### src/shared/ccp_params.svh
// constants of the codec control port: offsets, fields, defaults, counts
// assumes inclusion by bare name from package and design files
`ifndef CCP_PARAMS_SVH
`define CCP_PARAMS_SVH

// register map
`define CCP_NREG          11
`define CCP_ADDR_W        5
`define CCP_REG_RESET     5'h09
`define CCP_REG_POWER     5'h0a
`define CCP_TIMING_RESET_BIT_BIT      0
`define CCP_DAC_ON_BIT    0
`define CCP_ADC_ON_BIT    1
// defaults, index 0ah down to 00h
`define CCP_REG_DEFAULTS  {8'h3f, 8'h01, 8'h15, 8'h00, 8'h00, 8'h00, 8'h00, 8'h00, 8'h00, 8'h00, 8'h08}

// serial frame layout
`define CCP_FRAME_BITS    5'h10
`define CCP_FRAME_OVER    5'h11
`define CCP_I2C_FIXED     5'h04

// frame-clock period figures and the tick counts derived from them
`define CCP_ADC_INIT_FS   522
`define CCP_ADC_INIT_CNT  10'(`CCP_ADC_INIT_FS + 1)
`define CCP_PDN_ZF_FS     10
`define CCP_PDN_ZF_CNT    4'(`CCP_PDN_ZF_FS + 1)
`define CCP_RST_DLY_FS    4
`define CCP_RST_DLY_CNT   3'(`CCP_RST_DLY_FS + 1)
`define CCP_REL_FS        6
`define CCP_REL_CNT       3'(`CCP_REL_FS + 1)

`endif

### src/shared/ccp_pkg.sv
// types of the codec control port
// assumes ccp_params.svh on the include path
`include "ccp_params.svh"

package ccp_pkg;

    // synchronised pin group
    typedef struct packed {
        logic pdn_n;
        logic fclk;
        logic sclk;
        logic sdi;
        logic sel_n;
        logic i2c_mode;
        logic chip_addr_pin1;
        logic chip_addr_pin0;
    } ccp_pins_t;

    typedef logic [`CCP_NREG-1:0][7:0] ccp_regs_t;

    typedef enum logic [1:0] {
        CCP_I2C_IDLE = 2'b00,
        CCP_I2C_RECV = 2'b01,
        CCP_I2C_ACK  = 2'b10
    } ccp_i2c_t;

    typedef struct packed {
        ccp_pins_t s1;
        ccp_pins_t s2;
    } ccp_sync_t;

    typedef struct packed {
        ccp_pins_t pins_q;
        ccp_regs_t regs;
        logic [15:0] sh3;
        logic [4:0]  cnt3;
        ccp_i2c_t    i2c;
        logic [3:0]  ibit;
        logic [7:0]  ibyte;
        logic [1:0]  inum;
        logic [4:0]  iptr;
        logic        sda_oe;
        logic [9:0]  adc_cnt;
        logic [3:0]  zf_hold;
        logic [2:0]  rst_cnt;
        logic [2:0]  rel_cnt;
        logic        zf1;
        logic        zf2;
        logic        sdo;
        logic        adc_run;
        logic        dac_run;
        logic        filt_rst;
        logic        tim_rst;
        logic        wr_pulse;
    } ccp_state_t;

endpackage : ccp_pkg

### src/hdl/ccp_sync.sv
// two-stage synchroniser for the control and frame pins
// assumes pins are asynchronous to mclk_i
`timescale 1ns/1ps

module ccp_sync
    import ccp_pkg::*;
(
    // clock and reset
    input  logic      mclk_i,
    input  logic      sys_rst_i,
    // pins
    input  ccp_pins_t pins_i,
    output ccp_pins_t pins_o
);

    ccp_sync_t st;
    ccp_sync_t next_st;

    ////////////////////////////////////////////////////////////////////////
    // first stage feeds the second only
    always_comb
    begin
        next_st.s1 = pins_i;
        next_st.s2 = st.s1;
    end

    always_ff @(posedge mclk_i)
    begin
        if (sys_rst_i)
        begin
            st <= '0;
        end
        else
        begin
            st <= next_st;
        end
    end

    assign pins_o = st.s2;

endmodule : ccp_sync

### src/hdl/ccp_top.sv
// codec control port with power-down and timing-reset sequencing
// assumes pins asynchronous to mclk_i; adc and zero-detect inputs on mclk_i
`timescale 1ns/1ps
`include "ccp_params.svh"

module ccp_top
    import ccp_pkg::*;
(
    // clock and reset
    input  logic        mclk_i,
    input  logic        sys_rst_i,
    // power and frame pins
    input  logic        power_down_n_i,
    input  logic        frame_clock_i,
    // control port pins
    input  logic        i2c_mode_i,
    input  logic        ctrl_select_n_i,
    input  logic        ctrl_shift_clock_i,
    input  logic        ctrl_serial_in_i,
    output logic        ctrl_serial_out_o,
    output logic        ctrl_serial_oe_o,
    input  logic        chip_addr_pin0_i,
    input  logic        chip_addr_pin1_i,
    // converter side
    input  logic        adc_data_i,
    input  logic [1:0]  zero_detect_i,
    output logic        adc_serial_out_o,
    output logic        zero_flag_one_o,
    output logic        zero_flag_two_o,
    output logic        adc_run_o,
    output logic        dac_run_o,
    output logic        filter_reset_o,
    output logic        timing_reset_o,
    // register contents
    output ccp_regs_t   regs_o,
    output logic        reg_write_o
);

    ccp_state_t st;
    ccp_state_t next_st;
    ccp_pins_t  raw;
    ccp_pins_t  p;

    ////////////////////////////////////////////////////////////////////////
    // pin capture

    assign raw.pdn_n    = power_down_n_i;
    assign raw.fclk     = frame_clock_i;
    assign raw.sclk     = ctrl_shift_clock_i;
    assign raw.sdi      = ctrl_serial_in_i;
    assign raw.sel_n    = ctrl_select_n_i;
    assign raw.i2c_mode = i2c_mode_i;
    assign raw.chip_addr_pin1     = chip_addr_pin1_i;
    assign raw.chip_addr_pin0     = chip_addr_pin0_i;

    ccp_sync u_sync (
        .mclk_i    (mclk_i),
        .sys_rst_i (sys_rst_i),
        .pins_i    (raw),
        .pins_o    (p)
    );

    ////////////////////////////////////////////////////////////////////////
    // edges, seen only on synchronised pins

    logic       fs_tick;
    logic       sclk_rise;
    logic       sclk_fall;
    logic       sel_rise;
    logic       sel_fall;
    logic       i2c_start;
    logic       i2c_stop;
    logic [1:0] cad;

    assign fs_tick   = p.fclk & ~st.pins_q.fclk;
    assign sclk_rise = p.sclk & ~st.pins_q.sclk;
    assign sclk_fall = ~p.sclk & st.pins_q.sclk;
    assign sel_rise  = p.sel_n & ~st.pins_q.sel_n;
    assign sel_fall  = ~p.sel_n & st.pins_q.sel_n;
    assign i2c_start = p.sclk & st.pins_q.sclk & st.pins_q.sdi & ~p.sdi;
    assign i2c_stop  = p.sclk & st.pins_q.sclk & ~st.pins_q.sdi & p.sdi;
    assign cad       = {p.chip_addr_pin1, p.chip_addr_pin0};

    ////////////////////////////////////////////////////////////////////////
    // next state

    logic       wr_en;
    logic [4:0] wr_addr;
    logic [7:0] wr_data;
    logic       timing_reset_bit_bit;
    logic       adc_on;
    logic       dac_on;
    logic       hold_low;
    logic       hold_high;

    always_comb
    begin
        next_st        = st;
        next_st.pins_q = p;
        wr_en          = 1'b0;
        wr_addr        = 5'h00;
        wr_data        = 8'h00;
        timing_reset_bit_bit       = 1'b0;
        adc_on         = 1'b0;
        dac_on         = 1'b0;
        hold_low       = 1'b0;
        hold_high      = 1'b0;

        if (!p.i2c_mode)
        begin
            // 3-wire port
            next_st.i2c    = CCP_I2C_IDLE;
            next_st.sda_oe = 1'b0;
            if (sel_fall)
            begin
                next_st.cnt3 = 5'h00;
            end
            else if (!p.sel_n && sclk_rise)
            begin
                next_st.sh3 = {st.sh3[14:0], p.sdi};
                if (st.cnt3 != `CCP_FRAME_OVER)
                begin
                    next_st.cnt3 = st.cnt3 + 5'h01;
                end
            end
            // short or long frames never commit
            if (sel_rise && st.cnt3 == `CCP_FRAME_BITS)
            begin
                if (st.sh3[15:14] == cad && st.sh3[13])
                begin
                    wr_en   = 1'b1;
                    wr_addr = st.sh3[12:8];
                    wr_data = st.sh3[7:0];
                end
            end
        end
        else
        begin
            // i2c slave, receive only
            if (i2c_start)
            begin
                next_st.i2c    = CCP_I2C_RECV;
                next_st.ibit   = 4'h0;
                next_st.inum   = 2'h0;
                next_st.sda_oe = 1'b0;
            end
            else if (i2c_stop)
            begin
                next_st.i2c    = CCP_I2C_IDLE;
                next_st.sda_oe = 1'b0;
            end
            else
            begin
                unique case (st.i2c)
                    CCP_I2C_IDLE:
                    begin
                        next_st.sda_oe = 1'b0;
                    end
                    CCP_I2C_RECV:
                    begin
                        if (sclk_rise)
                        begin
                            next_st.ibyte = {st.ibyte[6:0], p.sdi};
                            next_st.ibit  = st.ibit + 4'h1;
                        end
                        else if (sclk_fall && st.ibit == 4'h8)
                        begin
                            next_st.i2c    = CCP_I2C_ACK;
                            next_st.sda_oe = 1'b1;
                            unique case (st.inum)
                                2'h0:
                                begin
                                    // read direction or foreign address: stay silent
                                    if (st.ibyte != {`CCP_I2C_FIXED, cad, 1'b0})
                                    begin
                                        next_st.i2c    = CCP_I2C_IDLE;
                                        next_st.sda_oe = 1'b0;
                                    end
                                    next_st.inum = 2'h1;
                                end
                                2'h1:
                                begin
                                    next_st.iptr = st.ibyte[4:0];
                                    next_st.inum = 2'h2;
                                end
                                default:
                                begin
                                    wr_en        = 1'b1;
                                    wr_addr      = st.iptr;
                                    wr_data      = st.ibyte;
                                    next_st.iptr = st.iptr + 5'h01;
                                end
                            endcase
                        end
                    end
                    CCP_I2C_ACK:
                    begin
                        // release after the ninth clock
                        if (sclk_fall)
                        begin
                            next_st.sda_oe = 1'b0;
                            next_st.i2c    = CCP_I2C_RECV;
                            next_st.ibit   = 4'h0;
                        end
                    end
                    default:
                    begin
                        next_st.i2c    = CCP_I2C_IDLE;
                        next_st.sda_oe = 1'b0;
                    end
                endcase
            end
        end

        // register file; writes while powered down are dropped
        next_st.wr_pulse = 1'b0;
        if (wr_en && p.pdn_n && wr_addr < 5'(`CCP_NREG))
        begin
            next_st.regs[wr_addr[3:0]] = wr_data;
            next_st.wr_pulse           = 1'b1;
        end

        // power-down and timing reset sequencing
        if (!p.pdn_n)
        begin
            next_st.regs    = `CCP_REG_DEFAULTS;
            next_st.adc_cnt = `CCP_ADC_INIT_CNT;
            next_st.zf_hold = `CCP_PDN_ZF_CNT;
            next_st.rst_cnt = `CCP_RST_DLY_CNT;
            next_st.rel_cnt = 3'h0;
        end
        else
        begin
            if (fs_tick && st.adc_cnt != 10'h000)
            begin
                next_st.adc_cnt = st.adc_cnt - 10'h001;
            end
            if (fs_tick && st.zf_hold != 4'h0)
            begin
                next_st.zf_hold = st.zf_hold - 4'h1;
            end
            if (!st.regs[`CCP_REG_RESET][`CCP_TIMING_RESET_BIT_BIT])
            begin
                next_st.rel_cnt = `CCP_REL_CNT;
                if (fs_tick && st.rst_cnt != 3'h0)
                begin
                    next_st.rst_cnt = st.rst_cnt - 3'h1;
                end
            end
            else
            begin
                // frame clock must be running again here
                next_st.rst_cnt = `CCP_RST_DLY_CNT;
                if (fs_tick && st.rel_cnt != 3'h0)
                begin
                    next_st.rel_cnt = st.rel_cnt - 3'h1;
                end
            end
        end

        timing_reset_bit_bit = next_st.regs[`CCP_REG_RESET][`CCP_TIMING_RESET_BIT_BIT];
        adc_on   = next_st.regs[`CCP_REG_POWER][`CCP_ADC_ON_BIT];
        dac_on   = next_st.regs[`CCP_REG_POWER][`CCP_DAC_ON_BIT];

        next_st.tim_rst  = p.pdn_n & ~timing_reset_bit_bit & (next_st.rst_cnt == 3'h0);
        next_st.filt_rst = ~p.pdn_n;
        next_st.adc_run  = p.pdn_n & adc_on & ~next_st.tim_rst;
        next_st.dac_run  = p.pdn_n & dac_on & ~next_st.tim_rst;
        next_st.sdo      = p.pdn_n & adc_on & timing_reset_bit_bit
                         & (next_st.adc_cnt == 10'h000) & adc_data_i;

        hold_low  = ~p.pdn_n | (next_st.zf_hold != 4'h0);
        hold_high = ~dac_on | ~timing_reset_bit_bit | (next_st.rel_cnt != 3'h0);
        if (hold_low)
        begin
            next_st.zf1 = 1'b0;
            next_st.zf2 = 1'b0;
        end
        else if (hold_high)
        begin
            next_st.zf1 = 1'b1;
            next_st.zf2 = 1'b1;
        end
        else
        begin
            next_st.zf1 = zero_detect_i[0];
            next_st.zf2 = zero_detect_i[1];
        end
    end

    ////////////////////////////////////////////////////////////////////////
    // state register

    always_ff @(posedge mclk_i)
    begin
        if (sys_rst_i)
        begin
            st         <= '0;
            st.regs    <= `CCP_REG_DEFAULTS;
            st.adc_cnt <= `CCP_ADC_INIT_CNT;
            st.zf_hold <= `CCP_PDN_ZF_CNT;
            st.rst_cnt <= `CCP_RST_DLY_CNT;
        end
        else
        begin
            st <= next_st;
        end
    end

    ////////////////////////////////////////////////////////////////////////
    // outputs, all from flip-flops except the constant ctrl_serial_out_o

    // open-drain: only ever pulls low
    assign ctrl_serial_out_o = 1'b0;
    assign ctrl_serial_oe_o  = st.sda_oe;
    assign adc_serial_out_o  = st.sdo;
    assign zero_flag_one_o   = st.zf1;
    assign zero_flag_two_o   = st.zf2;
    assign adc_run_o         = st.adc_run;
    assign dac_run_o         = st.dac_run;
    assign filter_reset_o    = st.filt_rst;
    assign timing_reset_o    = st.tim_rst;
    assign regs_o            = st.regs;
    assign reg_write_o       = st.wr_pulse;

endmodule : ccp_top

### config.mk
export PLATFORM = sky130hd
export DESIGN_NAME = ccp_top
export DESIGN_NICKNAME = d
export VERILOG_FILES = /design/src/shared/ccp_pkg.sv /design/src/hdl/ccp_sync.sv /design/src/hdl/ccp_top.sv
export VERILOG_INCLUDE_DIRS = /design/src /design/src/shared
export SDC_FILE = /design/constraint.sdc
export NUM_CORES = 1
export LEC_CHECK = 0
export ABC_AREA = 1
export BUFFER_PORTS_ARGS = -buffer_cell sky130_fd_sc_hd__buf_4
export CORE_ASPECT_RATIO = 1.2
export CORE_MARGIN = 5
export CORE_UTILIZATION = 57
export DETAILED_ROUTE_END_ITERATION = 10
export GPL_ROUTABILITY_DRIVEN = 0
export PLACE_DENSITY = 0.82
export SETUP_SLACK_MARGIN = 0.2
export SLEW_MARGIN = 15
export SYNTH_ARGS = -nofsm -noshare
export SYNTH_HDL_FRONTEND = slang
export SYNTH_SLANG_ARGS = --single-unit
### constraint.sdc
create_clock -name mclk_i -period 2.5 [get_ports mclk_i]
set_clock_uncertainty 0.05 [all_clocks]
set_input_delay 0.125 -clock mclk_i [delete_from_list [all_inputs] [get_ports mclk_i]]
set_output_delay 0.125 -clock mclk_i [all_outputs]
set_load 0.02 [all_outputs]
==> results of run 1 <==
## worst max path at each step
| stage | from | endpoint | slack [ns] | depth (start not counted) |
|---|---|---|---|---|
| floorplan | st[50]$_SDFFE_PP0P_ | regs_o[46]$_SDFFE_PP0P_ | 0.24 | 14 |
| global placement | st[44]$_SDFFE_PP0P_ | regs_o[40]$_SDFFE_PP0P_ | 0.12 | 14 |
| detailed placement | st[44]$_SDFFE_PP0P_ | regs_o[35]$_SDFFE_PP0P_ | 0.02 | 14 |
| CTS | st[50]$_SDFFE_PP0P_ | regs_o[36]$_SDFFE_PP0P_ | 0.19 | 14 |
| global route | st[44]$_SDFFE_PP0P_ | zero_flag_two_o$_SDFF_PP0_ | -0.06 | 16 |
| finish | st[44]$_SDFFE_PP0P_ | zero_flag_two_o$_SDFF_PP0_ | 0.07 | 16 |
## through the flow
step | cells | area (µm²) | worst slack, ns | hold slack [ns] | TNS [ns]
final | 1313 | 10000 | 0.0748 | 0.0110 | 0
after global routing | 1312 | 10000 | -0.0589 | 0.0145 | -0.238
after CTS | 1290 | 9580 | 0.189 | 0.0163 | 0
after detailed placement | 1224 | 8470 | 0.0201 | 0.282 | 0
after global placement | 1224 | 8470 | 0.119 | 0.274 | 0
after floorplan | 1033 | 7990 | 0.239 | 0.182 | 0
## flip-flops by register name, summed over array words and instances, names as in the netlist
| signal | cells |
|---|---|
| regs_o | 88 |
| ctrl_serial_oe_o | 1 |
| zero_flag_one_o | 1 |
| zero_flag_two_o | 1 |
| adc_serial_out_o | 1 |
| u_sync.pins_o | 8 |
| dac_run_o | 1 |
| filter_reset_o | 1 |
| u_sync.next_st | 8 |
| adc_run_o | 1 |
| st | 66 |
| reg_write_o | 1 |
| timing_reset_o | 1 |
## logic make-up (layout without fill, tap and decap cells)
logic type,after synthesis,after routing,synth area share [%]
AO/OA/AOI/OAI,275,275,19.3
adder cells (fa/ha/maj),12,12,1.88
buffers and inverters,282,387,17.7
other,1,2,0.0469
flip-flops,179,179,44.8
AND/OR/NAND/NOR,275,278,15.3
XOR/XNOR,9,9,0.986
## power breakdown
part           switching [mW]  internal [mW]
combinational           0.131         0.0822
clock                    1.18           1.51
sequential             0.0187           2.88
## cell type report
class / count / area (µm²) / area share, %
Timing Repair Buffer: 193 / 1560 / 15.5
Clock buffer: 18 / 439 / 4.39
Timing Repair inverter: 1 / 7.51 / 0.0750
Sequential cell: 179 / 3590 / 35.9
Clock inverter: 14 / 155 / 1.55
Multi-Input combinational cell: 575 / 3430 / 34.2
Tap cell: 171 / 214 / 2.14
Antenna cell: 1 / 2.50 / 0.0250
Inverter: 161 / 617 / 6.16
## timing repair
item                                   4_1_cts  5_1_grt
cloned                                       3        3
setup endpoints to repair                   73       94
setup buffers                               21       20
pin swaps                                   15       30
hold buffers                                10        0
gates resized for setup                     54       83
endpoints found under the hold margin       10        0
## cell usage in the layout, fill, tap and decap left out, types with 6 or more instances in the layout
master / n
dfxtp_1: 174
buf_4: 166
inv_1: 147
nor2_1: 98
a21oi_1: 91
o21ai_0: 81
nand2_1: 74
nand3_1: 35
o21a_1: 31
a21oi_2: 21
clkbuf_16: 17
o21ai_1: 16
buf_6: 15
nand2_2: 12
nand4_1: 12
a211oi_1: 12
nor2_4: 11
inv_2: 10
dlygate4sd3_1: 10
xor2_1: 9
ha_1: 9
nand2_4: 8
clkinv_4: 6
## worst max-delay path: stages, from the launching register on
cell and delay (ns):
dfxtp_2 0.33, inv_2 0.08, ha_4 0.14, nand3_4 0.07, nor2_4 0.12, nand2_2 0.09, nor2_4 0.24, nand3_2 0.13
nand2_2 0.10, nand2_4 0.07, a21oi_4 0.17, buf_12 0.14, nand4_1 0.18, a21oi_2 0.20, nand3_1 0.10, nand2_1 0.07
inv_1 0.04
## routing by layer
layer | wire (µm) | track usage [%]
met1 | 8140 | 26.5
met2 | 11300 | 42.2
met3 | 1790 | 4.99
met4 | 1040 | 12.1
met5 | 0 | 0
==> qor.txt, run 1 <==
Die width: 118 µm
Share of post-route cells with drive strength above 1: 28.0%
Synth Register Bits: 179
Area leader, netlist: dfxtp_1
Num rows: 47
Hpwl dp: 12,900 µm
Avg Inst Size Synth: 7.74 µm²
Synth Net Count: 1,058
End point of the worst hold path: u_sync.pins_o[5]$_SDFF_PP0_
R2R depth: 16
Reg2Reg Setup Slack: 0.07 ns
Crit. End Element: register
Core Area: 13,800 µm²
First-pass GRT wire length: 32,300 µm
Starting Density: 58.1%
GRT Total Usage: 23.7%
CP required: 2.80 ns
Setup violators final: 0
Final Power: 5.80 mW
Worst Path Max Fanout: 5
Drt drc: 0
Antenna viol nets, final: 0
Max Clk Rate: 412 MHz
Slew HR: 57.2%
Clk pin slew, worst setup/hold paths: 0.07 ns
Final Hold Viols: 0
Clk buf depth: 2
Fin util: 72.7%
RSZ-0062 raised after global routing: true
Final #Nets: 1,153
Worst-Margin Slew: 0.640 ns
Largest net degree at the start of global routing: 49
Die area: 16,500 µm²
Drt wl/cell: 17.0 µm
Arrival time worst endpoint: 2.73 ns
Vias in the first global route: 6,705
Worst Setup Start Kind: register
Clock tree root driver cell: clkbuf_16
TritonCTS buffer count: 17
Reg-to-Reg End: zero_flag_two_o$_SDFF_PP0_
CTS tree: done
Hold-critical path depth: 2
Worst-skew pair later-pin latency: 0.45 ns
Post-synth top area share: 44.8%
HP Start: sys_rst_i
Mapped Area: 7990 µm²
Post-synth EDFFs: 0
Crit Path Category: register to register
Period Utilization, post-route: 97.0%
Most frequent cell after synthesis: dfxtp_1
Filler cell count: 920
Post-synth ARST share: 0%
Area Overhead vs Synth: 25.2%
I/O pins: 111
Status: finished, final reports clean
Height of the die: 140 µm
Max_cap viols: 0
Hold WC Path Type: primary input to register
Routed WL: 22,300 µm
CTS Sinks: 179
Htree depth: 4
Yosys warns: 0
Initial DRC Count: 899
Antenna violations before repair: 0
Total number of vias: 7,378
Post-synth top cells: dfxtp_1 (179), inv_1 (152), a21oi_1 (114)
Peak VDD IR: 532 µV
Seq/Total Area, Yosys: 44.8%
LEAKAGE: 4.13 nW
Count of buffers from port buffering: 109
Cell count after synthesis: 1,033
Largest cells by area after synthesis: dfxtp_1 (45%), buf_4 (8.5%), a21oi_1 (7.1%), inv_1 (7.1%), o21ai_0 (5.9%)
Drt pass-1 iters: 5
Power per cell area: 579 nW/µm²
Pins Over Slew Limit: 0
Main flop type after synthesis: dfxtp_1
Grt total ovfl: 0
Reg2Reg Launch Point: st[44]$_SDFFE_PP0P_
Via density: 5.62
Synth unique cells: 44
Post-layout minimum cycle time: 2.43 ns
No activity file was read; power rests on OpenSTA's default activity.
==> run 2, diff against run 1 <==
--- a/config.mk
+++ b/config.mk
@@ -10,12 +10,13 @@
 export BUFFER_PORTS_ARGS = -buffer_cell sky130_fd_sc_hd__buf_4
 export CORE_ASPECT_RATIO = 1.2
 export CORE_MARGIN = 5
-export CORE_UTILIZATION = 57
+export CORE_UTILIZATION = 35
 export DETAILED_ROUTE_END_ITERATION = 10
 export GPL_ROUTABILITY_DRIVEN = 0
-export PLACE_DENSITY = 0.82
+export PLACE_DENSITY = 0.56
 export SETUP_SLACK_MARGIN = 0.2
 export SLEW_MARGIN = 15
 export SYNTH_ARGS = -nofsm -noshare
 export SYNTH_HDL_FRONTEND = slang
+export SYNTH_HIERARCHICAL = 1
 export SYNTH_SLANG_ARGS = --single-unit
==> qor.txt, run 2 <==
Design area: 10,200 µm²
Die area: 27,100 µm²
TritonCTS buffer count: 17
Avg Inst Size Synth: 7.86 µm²
Final Power: 5.83 mW
Synth Net Count: 1,089
Post-synth top cells: dfxtp_1 (179), inv_1 (157), nor2_1 (123)
Filler cell count: 2,424
Starting Density: 35.2%
CTS tree: done
Num rows: 62
CTS Sinks: 179
I/O pins: 111
Synth Register Bits: 179
GRT Total Usage: 15.5%
Commonest non-fill, non-tap cell in the layout: dfxtp_1
Antenna viol nets, final: 0
Crit Path Category: register to register
Largest net degree at the start of global routing: 54
Multi-input gate area: 3550 µm²
Share of post-route cells with drive strength above 1: 27.7%
Grt total ovfl: 0
Core Area: 23,700 µm²
Post-layout minimum cycle time: 2.23 ns
Mapped Area: 8370 µm²
Final #Nets: 1,169
Antenna cells: 0
Worst-Margin Slew: 0.523 ns
Register area: 3590 µm²
Area Overhead vs Synth: 22.3%
Synth unique cells: 55
Drt pass-1 iters: 5
Clk buf depth: 2
Total number of vias: 6,876
Reg2Reg Setup Slack: 0.27 ns
Yosys warns: 6
Most frequent cell after synthesis: dfxtp_1
Area leader, netlist: dfxtp_1
Post-synth ARST share: 0%
Hpwl dp: 14,400 µm
Cells after DPL: 1,394
Power per cell area: 570 nW/µm²
First-pass GRT wire length: 33,400 µm
Seq/Total Area, Yosys: 42.8%
LEAKAGE: 4.21 nW
Post-route setup TNS: 0 ns
Drt drc: 0
Htree depth: 4
Largest cells by area after synthesis: dfxtp_1 (43%), buf_4 (8.2%), inv_1 (7.0%), a21oi_1 (5.6%), nor2_1 (5.5%)
Crit. End Element: register
Initial DRC Count: 374
Cell count after synthesis: 1,064
Final Hold Viols: 0
Slew HR: 64.8%
Drt wl/cell: 14.5 µm
Vias in the first global route: 6,493
Status: finished, final reports clean
Period Utilization, post-route: 89.2%
Pins Over Slew Limit: 0
Clk pin slew, worst setup/hold paths: 0.07 ns
Post-synth top area share: 42.8%
Via density: 4.66
Worst Setup Start Kind: register
Post-synth EDFFs: 0
Fin util: 43.1%
Max reg flops: 88
Main flop type after synthesis: dfxtp_1
Commonest non-fill, non-tap cells in the layout: dfxtp_1 (174), buf_4 (152), inv_1 (146)
Routed WL: 21,400 µm
RSZ-0062 raised after global routing: true
Max_cap viols: 0
Height of the die: 179 µm
Post-Layout Cell Count: 1,477
Hold WC Path Type: primary input to register
Worst-skew pair later-pin latency: 0.43 ns
CP required: 2.79 ns
Clock tree root driver cell: clkbuf_16
Max Clk Rate: 448 MHz
Dpl cell area: 8880 µm²
Worst Path Max Fanout: 5
Die width: 151 µm
Arrival time worst endpoint: 2.52 ns
Setup violators final: 0
Antenna violations before repair: 0
Peak VDD IR: 397 µV
Count of buffers from port buffering: 109
-- run 2: logic make-up after synthesis --
kind of cell / Yosys count / synth area share (%)
other cells: 1 / 0.0448
simple gates: 317 / 18.6
xor+xnor: 8 / 0.837
compound gates: 256 / 17.7
fa+ha+maj: 12 / 1.79
buf+inv: 291 / 18.3
flops: 179 / 42.8
-- run 2: report_power, final --
group,switching (mW),internal (mW),leakage [nW],total (mW)
logic,0.116,0.0717,2.47,0.188
clock network,1.24,1.51,0.290,2.74
registers,0.0184,2.88,1.45,2.90
total,1.37,4.46,4.21,5.83
-- run 2: repair_timing --
item,CTS,global route
hold buffers,11,0
buffers inserted,15,18
pin swaps,10,26
resized for setup,11,88
endpoints found under the hold margin,16,0
gates cloned,1,6
endpoints found under the setup margin,36,96
-- run 2: routing by layer --
| layer | track usage (%) | vias up | share of wire [%] |
|---|---|---|---|
| met3 | 3.35 | 28 | 5.3 |
| met4 | 5.18 | 0 | 2.0 |
| li1 | - | 3526 | - |
| met2 | 25.9 | 150 | 48 |
| met1 | 19.9 | 3172 | 45 |
| met5 | 0 | - | 0 |
-- run 2: cell type report --
class,count,area share (%)
repair buffers,178,14.1
well taps,320,3.91
flip-flops and latches,179,35.1
clock buffers,17,4.16
clock inverters,15,1.68
inverters,169,6.36
multi-input cells,599,34.7
-- run 2: worst paths after layout --
check | startpoint | endpoint | cells past startpoint
worst max-delay path | st[51]$_SDFFE_PP0P_ | zero_flag_one_o$_SDFF_PP0_ | 17
worst min-delay path | adc_data_i | adc_serial_out_o$_SDFF_PP0_ | 9
worst max register to register | st[51]$_SDFFE_PP0P_ | zero_flag_one_o$_SDFF_PP0_ | 17
worst min register to register | u_sync/next_st[3]$_SDFF_PP0_ | u_sync/pins_o[3]$_SDFF_PP0_ | 2
-- run 2: stage by stage --
| step | setup slack [ns] | hold slack, ns |
|---|---|---|
| finish | 0.270 | 0.231 |
| global route | 0.135 | 0.307 |
| CTS | 0.159 | 0.220 |
| detailed placement | 0.110 | 0.280 |
| global placement | 0.161 | 0.281 |
| floorplan | 0.390 | 0.182 |
-- run 2: worst max-delay path: stages, from the launching register on --
cell	delay (ns)
dfxtp_4	0.36
inv_2	0.08
ha_4	0.13
nand4_1	0.11
nor2_4	0.18
buf_6	0.13
nand3_2	0.08
nand2_4	0.11
inv_2	0.08
nand2_2	0.09
nor2_2	0.05
buf_4	0.13
nand4_1	0.15
nand2_2	0.10
nor2_2	0.13
nand3_1	0.08
nand2_1	0.06
inv_1	0.04
==> run 3, diff against run 2 <==
--- a/config.mk
+++ b/config.mk
@@ -9,7 +9,6 @@
 export ABC_AREA = 1
 export BUFFER_PORTS_ARGS = -buffer_cell sky130_fd_sc_hd__buf_4
 export CORE_ASPECT_RATIO = 1.2
-export CORE_MARGIN = 5
 export CORE_UTILIZATION = 35
 export DETAILED_ROUTE_END_ITERATION = 10
 export GPL_ROUTABILITY_DRIVEN = 0
==> constraint.sdc (replaced) <==
create_clock -name mclk_i -period 2.3 [get_ports mclk_i]
set_clock_uncertainty 0.05 [all_clocks]
set_input_delay 0.115 -clock mclk_i [delete_from_list [all_inputs] [get_ports mclk_i]]
set_output_delay 0.115 -clock mclk_i [all_outputs]
set_load 0.02 [all_outputs]
==> qor.txt, run 3 (synthesis gave the netlist of run 2 again) <==
Slew HR: 62.9%
Total number of vias: 6,815
Top cell family by delay on the critical path: simple AND/OR/NAND/NOR gates
Setup violators final: 0
Drt drc: 0
Hold WC Path Type: primary input to register
CTS tree: done
Peak VDD IR: 454 µV
CTS Sinks: 179
Die area: 24,500 µm²
Post-layout minimum cycle time: 2.14 ns
Max reg flops: 88
Final #Nets: 1,180
Count of buffers from port buffering: 109
CP cell instances: inv_2 > ha_4 > nand4_1 > nor2_4 > nand2_4 > inv_4 > nand2_4 > a21oi_4 > buf_4 > and2_4 > nand2_2 > nor2_4 > a21oi_1 > o21a_1
Worst-skew pair later-pin latency: 0.43 ns
Commonest non-fill, non-tap cell in the layout: dfxtp_1
Largest net degree at the start of global routing: 55
Height of the die: 171 µm
Num rows: 61
Arrival time worst endpoint: 2.42 ns
Share of post-route cells with drive strength above 1: 28.9%
Worst Setup Start Kind: register
Crit path capture: regs_o[77]$_SDFFE_PP0P_
TritonCTS buffer count: 17
RSZ-0062 raised after global routing: true
Drt pass-1 iters: 5
Clk buf depth: 2
Max Clk Rate: 467 MHz
Setup crit start: st[50]$_SDFFE_PP0P_
Antenna violations before repair: 0
Initial DRC Count: 298
Reg2Reg Launch Point: st[50]$_SDFFE_PP0P_
Reg2Reg Setup Slack: 0.16 ns
Antenna cells: 0
Vias in the first global route: 6,331
Fin util: 44.4%
Pins Over Slew Limit: 0
Crit Path Category: register to register
Die width: 143 µm
CP required: 2.58 ns
Filler cell count: 2,342
Reg-to-Reg End: regs_o[77]$_SDFFE_PP0P_
Commonest non-fill, non-tap cells in the layout: dfxtp_1 (174), buf_4 (165), inv_1 (149)
Buf/Inv on CP: 3
Routed WL: 20,200 µm
Final Hold Viols: 0
Drt wl/cell: 13.6 µm
CP max stage delay: 0.33 ns
WP depth: 14
Power per cell area: 612 nW/µm²
Area Overhead vs Synth: 23.9%
I/O pins: 111
Clk pin slew, worst setup/hold paths: 0.07 ns
Via density: 4.60
Antenna viol nets, final: 0
LEAKAGE: 4.28 nW
Period Utilization, post-route: 93.1%
Design area: 10,400 µm²
First-pass GRT wire length: 31,500 µm
R2R depth: 14
Starting Density: 35.8%
Grt total ovfl: 0
Max_cap viols: 0
Dpl cell area: 9090 µm²
CP max stage cell: dfxtp_2
Clock tree root driver cell: clkbuf_16
Crit. End Element: register
Status: finished, final reports clean
Post-route setup TNS: 0 ns
GRT Total Usage: 16.5%
Worst Path Max Fanout: 5
Hpwl dp: 14,000 µm
Worst-Margin Slew: 0.557 ns
Core Area: 23,400 µm²
Htree depth: 4
run 3: cell types whose count changed in the layout (fill, tap and decap cells not counted), sizes merged:
cell         delta
buf            +14
inv             -4
clkinv          -3
clkinvlp        +2
bufinv          +1
clkbuf          +1
dlygate4sd3     -1
nand3           -1
run 3: layer usage:
metal / vias to the layer above / wire, µm / global-route usage [%] / share of wire, %
li1: 3551 / - / - / -
met1: 3119 / 9130 / 20.2 / 45
met2: 119 / 9920 / 28.6 / 49
met3: 26 / 690 / 2.81 / 3.4
met4: 0 / 450 / 6.45 / 2.2
met5: - / 0 / 0 / 0
run 3: what timing repair did:
item	CTS	global route
hold buffers	10	0
gates resized for setup	46	61
gates cloned	1	4
pin swaps	19	36
setup endpoints to repair	88	98
hold endpoints to repair	10	0
setup buffers	12	13
run 3: how the worst min path moves through the flow:
stage                          start                           end  slack, ns  cells past startpoint
finish                     sys_rst_i  u_sync/next_st[3]$_SDFF_PP0_       0.05                      2
global route               sys_rst_i  u_sync/next_st[4]$_SDFF_PP0_       0.06                      2
CTS                        sys_rst_i  u_sync/next_st[3]$_SDFF_PP0_       0.04                      2
detailed placement   ctrl_select_n_i  u_sync/next_st[3]$_SDFF_PP0_       0.27                      3
global placement      power_down_n_i  u_sync/next_st[7]$_SDFF_PP0_       0.27                      3
floorplan           chip_addr_pin0_i  u_sync/next_st[0]$_SDFF_PP0_       0.17                      2
run 3: through the flow:
stage | instances | total power, mW | hold WS, ns | worst slack [ns]
after floorplan | 1064 | 3.34 | 0.172 | 0.207
after CTS | 1464 | 6.43 | 0.0442 | 0.142
after global placement | 1411 | 3.40 | 0.268 | 0.108
after global routing | 1481 | 6.58 | 0.0600 | 0.0269
after detailed placement | 1411 | 3.40 | 0.272 | 0.0420
final | 1481 | 6.35 | 0.0529 | 0.158
run 3: area by class of cell:
class | count | area [µm²] | area share, %
multi-input combinational | 598 | 3580 | 34.5
timing repair buffer | 190 | 1560 | 15.0
clock buffer | 19 | 443 | 4.27
clock inverter | 11 | 155 | 1.50
tap | 315 | 394 | 3.80
inverter | 169 | 647 | 6.24
sequential | 179 | 3590 | 34.6
run 3: worst register-to-register path: stages (launching register included):
cell and delay, ns:
dfxtp_2 0.33, inv_2 0.07, ha_4 0.13, nand4_1 0.12, nor2_4 0.20, nand2_4 0.08
inv_4 0.07, nand2_4 0.05, a21oi_4 0.19, buf_4 0.14, and2_4 0.18, nand2_2 0.08
nor2_4 0.15, a21oi_1 0.09, o21a_1 0.12
run 3: where the power goes:
| group | total [mW] | switching (mW) | internal, mW |
|---|---|---|---|
| Combinational | 0.207 | 0.126 | 0.0814 |
| Clock | 2.99 | 1.25 | 1.74 |
| Sequential | 3.15 | 0.0193 | 3.13 |
